===== config.mk =====
export PLATFORM = sky130hd
export DESIGN_NAME = secure_region_access
export DESIGN_NICKNAME = d
export VERILOG_FILES = /design/src/common/secure_region_pkg.sv /design/src/rtl/secure_region_access.sv
export SDC_FILE = /design/constraint.sdc
export NUM_CORES = 2
export LEC_CHECK = 0
export ABC_AREA = 1
export BUFFER_PORTS_ARGS = -buffer_cell sky130_fd_sc_hd__buf_2
export CAP_MARGIN = 30
export CORE_MARGIN = 4
export CORE_UTILIZATION = 13
export CTS_CLUSTER_DIAMETER = 60
export DETAILED_ROUTE_END_ITERATION = 7
export SYNTH_ARGS = -nofsm -noshare
export SYNTH_HDL_FRONTEND = slang
export SYNTH_SLANG_ARGS = --single-unit

===== constraint.sdc =====
create_clock -name core_clk_in -period 3.1 [get_ports core_clk_in]
set_clock_uncertainty 0.2 [all_clocks]
set_input_delay 0.155 -clock core_clk_in [delete_from_list [all_inputs] [get_ports core_clk_in]]
set_output_delay 0.155 -clock core_clk_in [all_outputs]
set_load 0.005 [all_outputs]

===== src/common/secure_region_pkg.sv =====
// constants, types and command codes for the secure region access block
// assumes one 20 MHz clock and a word-wide host command port
// Function
// - secure region holds 256 words: 128 factory, 128 customer
// - factory words at 00h-7Fh, customer words at 80h-FFh
// - secure reads beyond 256 words return invalid data
// - factory lock flag reads 1 on bit 7 at id address 03h
// - customer lock flag on bit 6, 0 unlocked, 1 forever once locked
// - secure mode allows simultaneous operations in all banks but bank 0
// - reset returns device to normal array space
// - secure reads in async and sync modes; bursts wrap FFh to 00h
// - secure mode overlays sector 0; other sectors read array data
// - secure region inaccessible while embedded program or erase runs
// - customer part programmed once, locked once, never unlocked
// - no accelerated or bypass programming during customer program
// - exit sequence is AA@555, 55@2AA, 90@555
// - secure mode persists until exit or reset
// - continuous burst past top address gives undefined data
package secure_region_pkg;
  localparam int ADDR_W = 24;
  localparam int DATA_W = 16;
  localparam int REGION_WORDS = 256;
  localparam int REGION_AW = 8;
  localparam int SECTOR0_AW = 15;
  localparam int BANK_W = 4;
  localparam logic [ADDR_W-1:0] MAX_ADDR = 24'hffffff;
  localparam logic [11:0] UNLOCK_ADDR1 = 12'h555;
  localparam logic [11:0] UNLOCK_ADDR2 = 12'h2aa;
  localparam logic [15:0] UNLOCK_DATA1 = 16'h00aa;
  localparam logic [15:0] UNLOCK_DATA2 = 16'h0055;
  localparam logic [15:0] CMD_ENTRY = 16'h0088;
  localparam logic [15:0] CMD_PROGRAM = 16'h00a0;
  localparam logic [15:0] CMD_EXIT = 16'h0090;
  localparam logic [15:0] CMD_LOCK = 16'h0060;
  localparam logic [7:0] CUST_BASE = 8'h80;
  localparam logic [7:0] ID_LOCK_ADDR = 8'h03;
  localparam int FACT_FLAG_BIT = 7;
  localparam int CUST_FLAG_BIT = 6;
  localparam logic [15:0] INVALID_DATA = 16'hffff;
  localparam logic [15:0] ERASED_WORD = 16'hffff;

  typedef struct packed {
    logic [ADDR_W-1:0] addr;
    logic [DATA_W-1:0] data;
  } wr_cycle_s;

  typedef struct packed {
    logic valid;
    logic [DATA_W-1:0] data;
  } rd_word_s;

  typedef enum logic [4:0] {
    SEQ_IDLE = 5'h01,
    SEQ_UNLK1 = 5'h02,
    SEQ_UNLK2 = 5'h04,
    SEQ_PROG = 5'h08,
    SEQ_LOCK = 5'h10
  } seq_e;
endpackage


===== src/rtl/secure_region_access.sv =====
// secure region overlay, command decoder and burst wrap
// assumes host write/read strobes synchronous to core_clk_in
`timescale 1ns/1ps
`default_nettype none
module secure_region_access (
  input wire logic core_clk_in, // 20 MHz clock
  input wire logic srst_in, // sync reset, high
  input wire logic wr_in, // command write strobe
  input wire secure_region_pkg::wr_cycle_s wr_cyc_in, // write addr/data
  input wire logic rd_in, // read strobe
  input wire logic [secure_region_pkg::ADDR_W-1:0] rd_addr_in, // read addr
  input wire logic burst_start_in, // start sync burst at rd_addr_in
  input wire logic burst_next_in, // advance burst one word
  input wire logic id_rd_in, // identification read at rd_addr_in
  input wire logic embedded_busy_in, // array program/erase running
  input wire logic [secure_region_pkg::DATA_W-1:0] array_data_in, // array
  input wire logic [secure_region_pkg::BANK_W-1:0] op_bank_in, // bank
  output secure_region_pkg::rd_word_s rd_out, // read result
  output logic [secure_region_pkg::ADDR_W-1:0] array_addr_out, // array addr
  output logic secure_mode_out, // secure overlay active
  output logic bank_op_allow_out, // simultaneous op allowed
  output logic accel_allow_out, // accelerated/bypass allowed
  output logic prog_busy_out, // customer program under way
  output logic customer_lock_flag_out // customer part locked
);
  import secure_region_pkg::*;

  //////////////////////////////////////////////////////////////////////////
  function automatic logic is_cyc(input wr_cycle_s c, input logic [11:0] a,
                                  input logic [15:0] d);
    is_cyc = (c.addr[11:0] == a) && (c.data == d);
  endfunction

  logic [DATA_W-1:0] mem_r [REGION_WORDS];
  // nonvolatile marks: power-up value only, no reset clears them
  logic [REGION_WORDS/2-1:0] written_r = '0;
  seq_e seq_r, seq_nxt;
  logic secure_r, secure_nxt;
  logic lock_r = 1'b0;
  logic prog_r;
  logic [ADDR_W-1:0] burst_r;
  logic burst_act_r;
  rd_word_s rd_r;

  //////////////////////////////////////////////////////////////////////////
  wire logic cyc_u1 = is_cyc(wr_cyc_in, UNLOCK_ADDR1, UNLOCK_DATA1);
  wire logic cyc_u2 = is_cyc(wr_cyc_in, UNLOCK_ADDR2, UNLOCK_DATA2);
  wire logic cyc_entry = is_cyc(wr_cyc_in, UNLOCK_ADDR1, CMD_ENTRY);
  wire logic cyc_exit = is_cyc(wr_cyc_in, UNLOCK_ADDR1, CMD_EXIT);
  wire logic cyc_prog = is_cyc(wr_cyc_in, UNLOCK_ADDR1, CMD_PROGRAM);
  wire logic cyc_lock = is_cyc(wr_cyc_in, UNLOCK_ADDR1, CMD_LOCK);
  wire logic [REGION_AW-1:0] wr_idx = wr_cyc_in.addr[REGION_AW-1:0];
  wire logic wr_in_region = wr_cyc_in.addr[ADDR_W-1:REGION_AW] == '0;
  wire logic wr_cust = wr_in_region && wr_idx >= CUST_BASE;
  wire logic [6:0] wr_cidx = wr_idx[6:0];
  // program only customer words not yet written, never after lock
  wire logic prog_ok = secure_r && !lock_r && !embedded_busy_in &&
    wr_cust && !written_r[wr_cidx];
  wire logic do_prog = wr_in && seq_r == SEQ_PROG && prog_ok;
  wire logic do_lock = wr_in && seq_r == SEQ_LOCK && secure_r && !lock_r &&
    !embedded_busy_in;

  always_comb begin
    seq_nxt = seq_r;
    secure_nxt = secure_r;
    if (wr_in) begin
      seq_nxt = SEQ_IDLE;
      case (seq_r)
        SEQ_IDLE: if (cyc_u1) seq_nxt = SEQ_UNLK1;
        SEQ_UNLK1: if (cyc_u2) seq_nxt = SEQ_UNLK2;
        SEQ_UNLK2: begin
          if (cyc_entry) secure_nxt = 1'b1;
          else if (cyc_exit) secure_nxt = 1'b0;
          else if (cyc_prog && secure_r) seq_nxt = SEQ_PROG;
          else if (cyc_lock && secure_r) seq_nxt = SEQ_LOCK;
        end
        SEQ_PROG: seq_nxt = SEQ_IDLE;
        SEQ_LOCK: seq_nxt = SEQ_IDLE;
        default: seq_nxt = SEQ_IDLE;
      endcase
    end
  end

  always_ff @(posedge core_clk_in) begin
    if (srst_in) begin
      seq_r <= SEQ_IDLE;
      secure_r <= 1'b0;
      prog_r <= 1'b0;
    end else begin
      seq_r <= seq_nxt;
      secure_r <= secure_nxt;
      prog_r <= do_prog;
    end
  end

  // lock and written marks are nonvolatile: no reset clears them
  always_ff @(posedge core_clk_in) begin
    if (do_lock) lock_r <= 1'b1;
    if (do_prog) begin
      written_r[wr_cidx] <= 1'b1;
      mem_r[wr_idx] <= wr_cyc_in.data;
    end
  end

  //////////////////////////////////////////////////////////////////////////
  // burst address: wraps inside region in secure sector 0, else linear
  wire logic brst_sec0 = secure_r && burst_r[ADDR_W-1:SECTOR0_AW] == '0;
  wire logic [ADDR_W-1:0] burst_inc =
    brst_sec0 ? {burst_r[ADDR_W-1:REGION_AW], burst_r[REGION_AW-1:0] +
    8'h01} : burst_r + 24'h000001;
  always_ff @(posedge core_clk_in) begin
    if (srst_in) begin
      burst_r <= '0;
      burst_act_r <= 1'b0;
    end else if (burst_start_in) begin
      burst_r <= rd_addr_in;
      burst_act_r <= 1'b1;
    end else if (burst_next_in && burst_act_r) begin
      burst_r <= burst_inc;
    end
  end

  wire logic use_burst = burst_next_in && burst_act_r;
  wire logic [ADDR_W-1:0] cur_addr = use_burst ? burst_inc : rd_addr_in;
  wire logic hit_sec0 = secure_r &&
    cur_addr[ADDR_W-1:SECTOR0_AW] == '0;
  wire logic in_span = cur_addr[SECTOR0_AW-1:REGION_AW] == '0;
  wire logic [REGION_AW-1:0] ridx = cur_addr[REGION_AW-1:0];
  wire logic cust_rd = ridx >= CUST_BASE;
  wire logic word_set = cust_rd ? written_r[ridx[6:0]] : 1'b1;
  wire logic [DATA_W-1:0] sec_word = word_set ? mem_r[ridx] : ERASED_WORD;
  wire logic [DATA_W-1:0] id_word = (rd_addr_in[REGION_AW-1:0] ==
    ID_LOCK_ADDR) ? ({{(DATA_W-2){1'b0}}, 2'b10} << CUST_FLAG_BIT) |
    ({{(DATA_W-1){1'b0}}, lock_r} << CUST_FLAG_BIT) : '0;
  wire logic [DATA_W-1:0] sel_word =
    id_rd_in ? id_word :
    !hit_sec0 ? array_data_in :
    (embedded_busy_in || !in_span) ? INVALID_DATA :
    sec_word;
  // undefined past top: flagged invalid, host must not rely on it
  wire logic past_top = use_burst && burst_r == MAX_ADDR && !brst_sec0;
  wire logic rd_ok = !(hit_sec0 && (embedded_busy_in || !in_span)) &&
    !past_top;

  always_ff @(posedge core_clk_in) begin
    if (srst_in) begin
      rd_r <= '0;
    end else if (rd_in || use_burst || id_rd_in) begin
      rd_r <= '{valid: rd_ok || id_rd_in, data: sel_word};
    end else begin
      rd_r.valid <= 1'b0;
    end
  end

  //////////////////////////////////////////////////////////////////////////
  assign rd_out = rd_r;
  assign array_addr_out = cur_addr;
  assign secure_mode_out = secure_r;
  assign bank_op_allow_out = !(secure_r && op_bank_in == '0);
  assign prog_busy_out = prog_r;
  assign accel_allow_out = !(seq_r == SEQ_PROG || prog_r);
  assign customer_lock_flag_out = lock_r;
endmodule
`default_nettype wire


==> impl.org <==
** Synth
- The most used flip-flop cell after synthesis is sky130_fd_sc_hd__dfxtp_1.
- Counting flops with a built-in enable in the synthesized netlist gives 0.
- Syn avg cell area :: 5.85 um^2
- Synthesis instantiated 36 different standard cells from the library.
- In this run, synthesis produced a sequential element count of 48.
- Of all flip-flops after synthesis, the portion carrying an async set or reset was 0.
- For this run, the number of Yosys warnings is 0.
- For this run, the register share of the synthesized area comes to 0.258.
- Synthesis produced 638 cells.
- The number of nets handed over by synthesis was 731.
- Cell area after synthesis :: 0.00373 mm^2

** Global routing
- The via count of the first global-routing pass came to 4319.
- The first global-routing pass estimated 21.8 mm of wire.
- All-layer global routing usage :: 0.0856
- Largest net degree at the start of global routing :: 32
- Summed over all layers, the global routing overflow is 0.
- The initial antenna violation count came to 3.

** Detailed routing
- Total wire length after detailed routing :: 13.9 mm
- Vias after detailed routing :: 4458
- 1st-iter DRT viols :: 317
- Post-detailed-route DRC marker count :: 0
- The count of nets left with antenna violations once routing finished came out at 0.
- Avg WL per Cell :: 11.9 um
- First-pass DRT Iterations :: 4
- Vias per cell :: 3.80

** Worst setup path
- For the worst setup path, the data arrival time is 2.56 ns.
- Element type at the critical path end :: flip-flop
- In this run the worst path has a maximum fanout of 16.
- At the worst endpoint, the required time is 3.12 ns.
- Crit Path Class :: flip-flop to flip-flop
- Kind of start point of the critical path :: flip-flop

** Die
- I/O pin count :: 138
- After floorplanning, the core was sized to cover 0.0280 mm^2.
- Die width :: 177 um
- In this run the core area contains 61 standard-cell rows.
- Die Footprint :: 0.0315 mm^2
- The initial utilization of the core area, before any placement, comes to 0.133.
- The die is 177 um tall.

** STA
- Of the available clock period, the critical path in the final layout requires 0.817.
- Slew Viols, Final :: 0
- The smallest clock period supported by the final layout is computed as 2.53 ns.
- Setup total negative slack on the finished layout was measured at 0 ns.
- Final hold violation count :: 0
- Across all hold checks on the routed design, the worst slack comes to 0.00507 ns.
- In this run the tightest slew margin relative to its limit is 0.417.
- For the pin with the worst max-slew slack, the measured transition is 0.872 ns.
- Across all setup checks in the final design, the least slack found is 0.568 ns.
- Setup repair after global routing left no endpoint under its margin.
- Setup violations remaining at the end of the flow were counted as 0.
- Static timing analysis puts the maximum clock frequency at 395 MHz.

** Clocking
- Number of H-tree levels :: 2
- The later pin in the worst-skew pair is clocked with a latency of 0.30 ns.
- Clock-pin slew on the worst setup and hold paths :: 0.07 ns
- Clk sinks :: 48
- Counting the buffers created by CTS gives 5.
- Setup Buffers After CTS :: 0
- TritonCTS built the clock tree.
- The longest clock path from root to sink contains 2 buffers.
- Clock root buffer :: sky130_fd_sc_hd__clkbuf_16

** Final layout
- The net count of the finished layout is 885.
- Final-layout fill cell count :: 3255
- Leaving out fill and tap cells, the most frequent cell in the layout is sky130_fd_sc_hd__nand2_1.
- Area of the multi-input gates :: 0.00237 mm^2
- At the end of the flow the core is filled with cells to 0.191.
- Most frequent cells in the layout :: sky130_fd_sc_hd__nand2_1, sky130_fd_sc_hd__buf_2, sky130_fd_sc_hd__inv_1
- The area growth from synthesis to layout is 43.2%.
- Once layout is done, the placed cells without fillers occupy 0.00534 mm^2.
- FF+latch area :: 961 um^2
- In the final layout, the share of cells above drive strength 1 is 0.250.

** Power
- Leakage component of the power :: 0.00234 uW
- Fraction of power consumed by combinational cells :: 0.220
- Internal power comes to 1190 uW.
- For this design the ratio of total power to cell area is 317 mW/mm^2.
- Of the total power, the share spent switching nets is 0.295.
- Sequential fraction of design power :: 0.403
- The worst-case IR drop observed on VDD is 229 uV.
- Of the total power, the clock network draws 0.377.
- P_sw :: 500 uW

** Min path
- The path class of the tightest hold or removal check is primary input to flip-flop.

** Outcome
- The run finished with clean final reports.

** Placement
- Summing all placed instances gives a cell area of 0.00476 mm^2.
- In this run the tool buffered the top-level ports with 123 buffer cells.
- Routability-driven placement finished with a final weighted congestion of 0.816.
- OpenSTA, run right after detailed placement, puts the worst setup slack at 0.560 ns.
- The wire-length estimate of the detail-placed layout is 11.0 mm.

** Job
- Number of max-cap violations :: 0
[state kept, by name (all words and copies together), names as in the netlist]
name	count
burst_r	24
rd_out	17
seq_r	5
burst_act_r	1
secure_mode_out	1
[worst paths after layout]
check,end,cells past startpoint,start,slack [ns]
worst max-delay path,rd_out[9],15,burst_r[0],0.57
worst min-delay path,rd_out[4],5,array_data_in[4],0.005
worst max register to register,rd_out[9],15,burst_r[0],0.57
worst min register to register,rd_out[13],2,rd_out[13],0.27
[per-layer routing]
| layer | vias to the layer above | GRT usage | share of wire |
|---|---|---|---|
| met5 | - | 0 | 0.00057 |
| met4 | 2 | 0.0155 | 0.012 |
| met3 | 15 | 0.0236 | 0.058 |
| met2 | 94 | 0.152 | 0.49 |
| met1 | 1983 | 0.105 | 0.44 |
| li1 | 2364 | - | - |
[area by class of cell]
cell class,count,share of cell area
Clock buffer,6,0.0241
Tap cell,378,0.0885
Multi-Input combinational cell,489,0.443
Inverter,76,0.0534
Sequential cell,48,0.180
Timing Repair Buffer,172,0.203
Antenna cell,2,0.000937
Clock inverter,2,0.00656
[worst max-delay path, stage by stage, from the launching register on]
cell and delay [ns]:
sky130_fd_sc_hd__dfxtp_1 0.44, sky130_fd_sc_hd__ha_1 0.24, sky130_fd_sc_hd__nand2_2 0.10, sky130_fd_sc_hd__nor2_1 0.11, sky130_fd_sc_hd__nand2_1 0.09, sky130_fd_sc_hd__nor2_4 0.18, sky130_fd_sc_hd__nand3_1 0.13, sky130_fd_sc_hd__nand3_1 0.10
sky130_fd_sc_hd__nand2_1 0.12, sky130_fd_sc_hd__nor2_1 0.12, sky130_fd_sc_hd__nand2_1 0.09, sky130_fd_sc_hd__nor2_4 0.10, sky130_fd_sc_hd__nand2_4 0.16, sky130_fd_sc_hd__nand2_1 0.10, sky130_fd_sc_hd__nand2_1 0.05, sky130_fd_sc_hd__a21oi_1 0.12
[through the flow]
step,std cells,power (uW)
floorplan,638,879
global placement,1122,1030
detailed placement,1122,1030
CTS,1171,1720
global route,1173,1790
finish,1173,1690
[Yosys cell counts, types with 3 or more instances]
master,count,area share
sky130_fd_sc_hd__a21oi_1,15,0.020
sky130_fd_sc_hd__a21oi_2,10,0.023
sky130_fd_sc_hd__a31oi_1,23,0.039
sky130_fd_sc_hd__buf_1,4,0.0040
sky130_fd_sc_hd__buf_2,5,0.0067
sky130_fd_sc_hd__clkbuf_1,13,0.013
sky130_fd_sc_hd__dfxtp_1,48,0.26
sky130_fd_sc_hd__inv_1,74,0.074
sky130_fd_sc_hd__nand2_1,209,0.21
sky130_fd_sc_hd__nand2_2,26,0.044
sky130_fd_sc_hd__nand3_1,47,0.063
sky130_fd_sc_hd__nand3b_1,3,0.0060
sky130_fd_sc_hd__nand4_1,30,0.050
sky130_fd_sc_hd__nor2_1,67,0.067
sky130_fd_sc_hd__nor2_2,10,0.017
sky130_fd_sc_hd__nor2_4,5,0.015
sky130_fd_sc_hd__nor3_1,4,0.0054
sky130_fd_sc_hd__nor4_1,9,0.015
sky130_fd_sc_hd__o21ai_0,11,0.015
sky130_fd_sc_hd__or2_2,3,0.0050
sky130_fd_sc_hd__xor2_1,3,0.0070
[kinds of logic after synthesis]
kind of cell               share of synthesized area
and+or+nand+nor                                0.511
AOI/OAI and AO/OA                              0.111
DFF                                            0.258
adders and majority gates                    0.00335
other                                        0.00201
buffers and inverters                          0.107
xor gates and xnor gates                     0.00705
[power by group through the flow]
stage	clock, uW	combinational (uW)	sequential, uW
global route	686	421	688
global placement	0	335	696
finish	638	373	683
CTS	656	382	682
detailed placement	0	338	696
floorplan	0	190	689
[timing repair]
item	in CTS	in global routing
endpoints found under the setup margin	0	0
hold buffers	41	0
resized for setup	0	0
endpoints found under the hold margin	41	0
(Power assumes the default switching activity.)
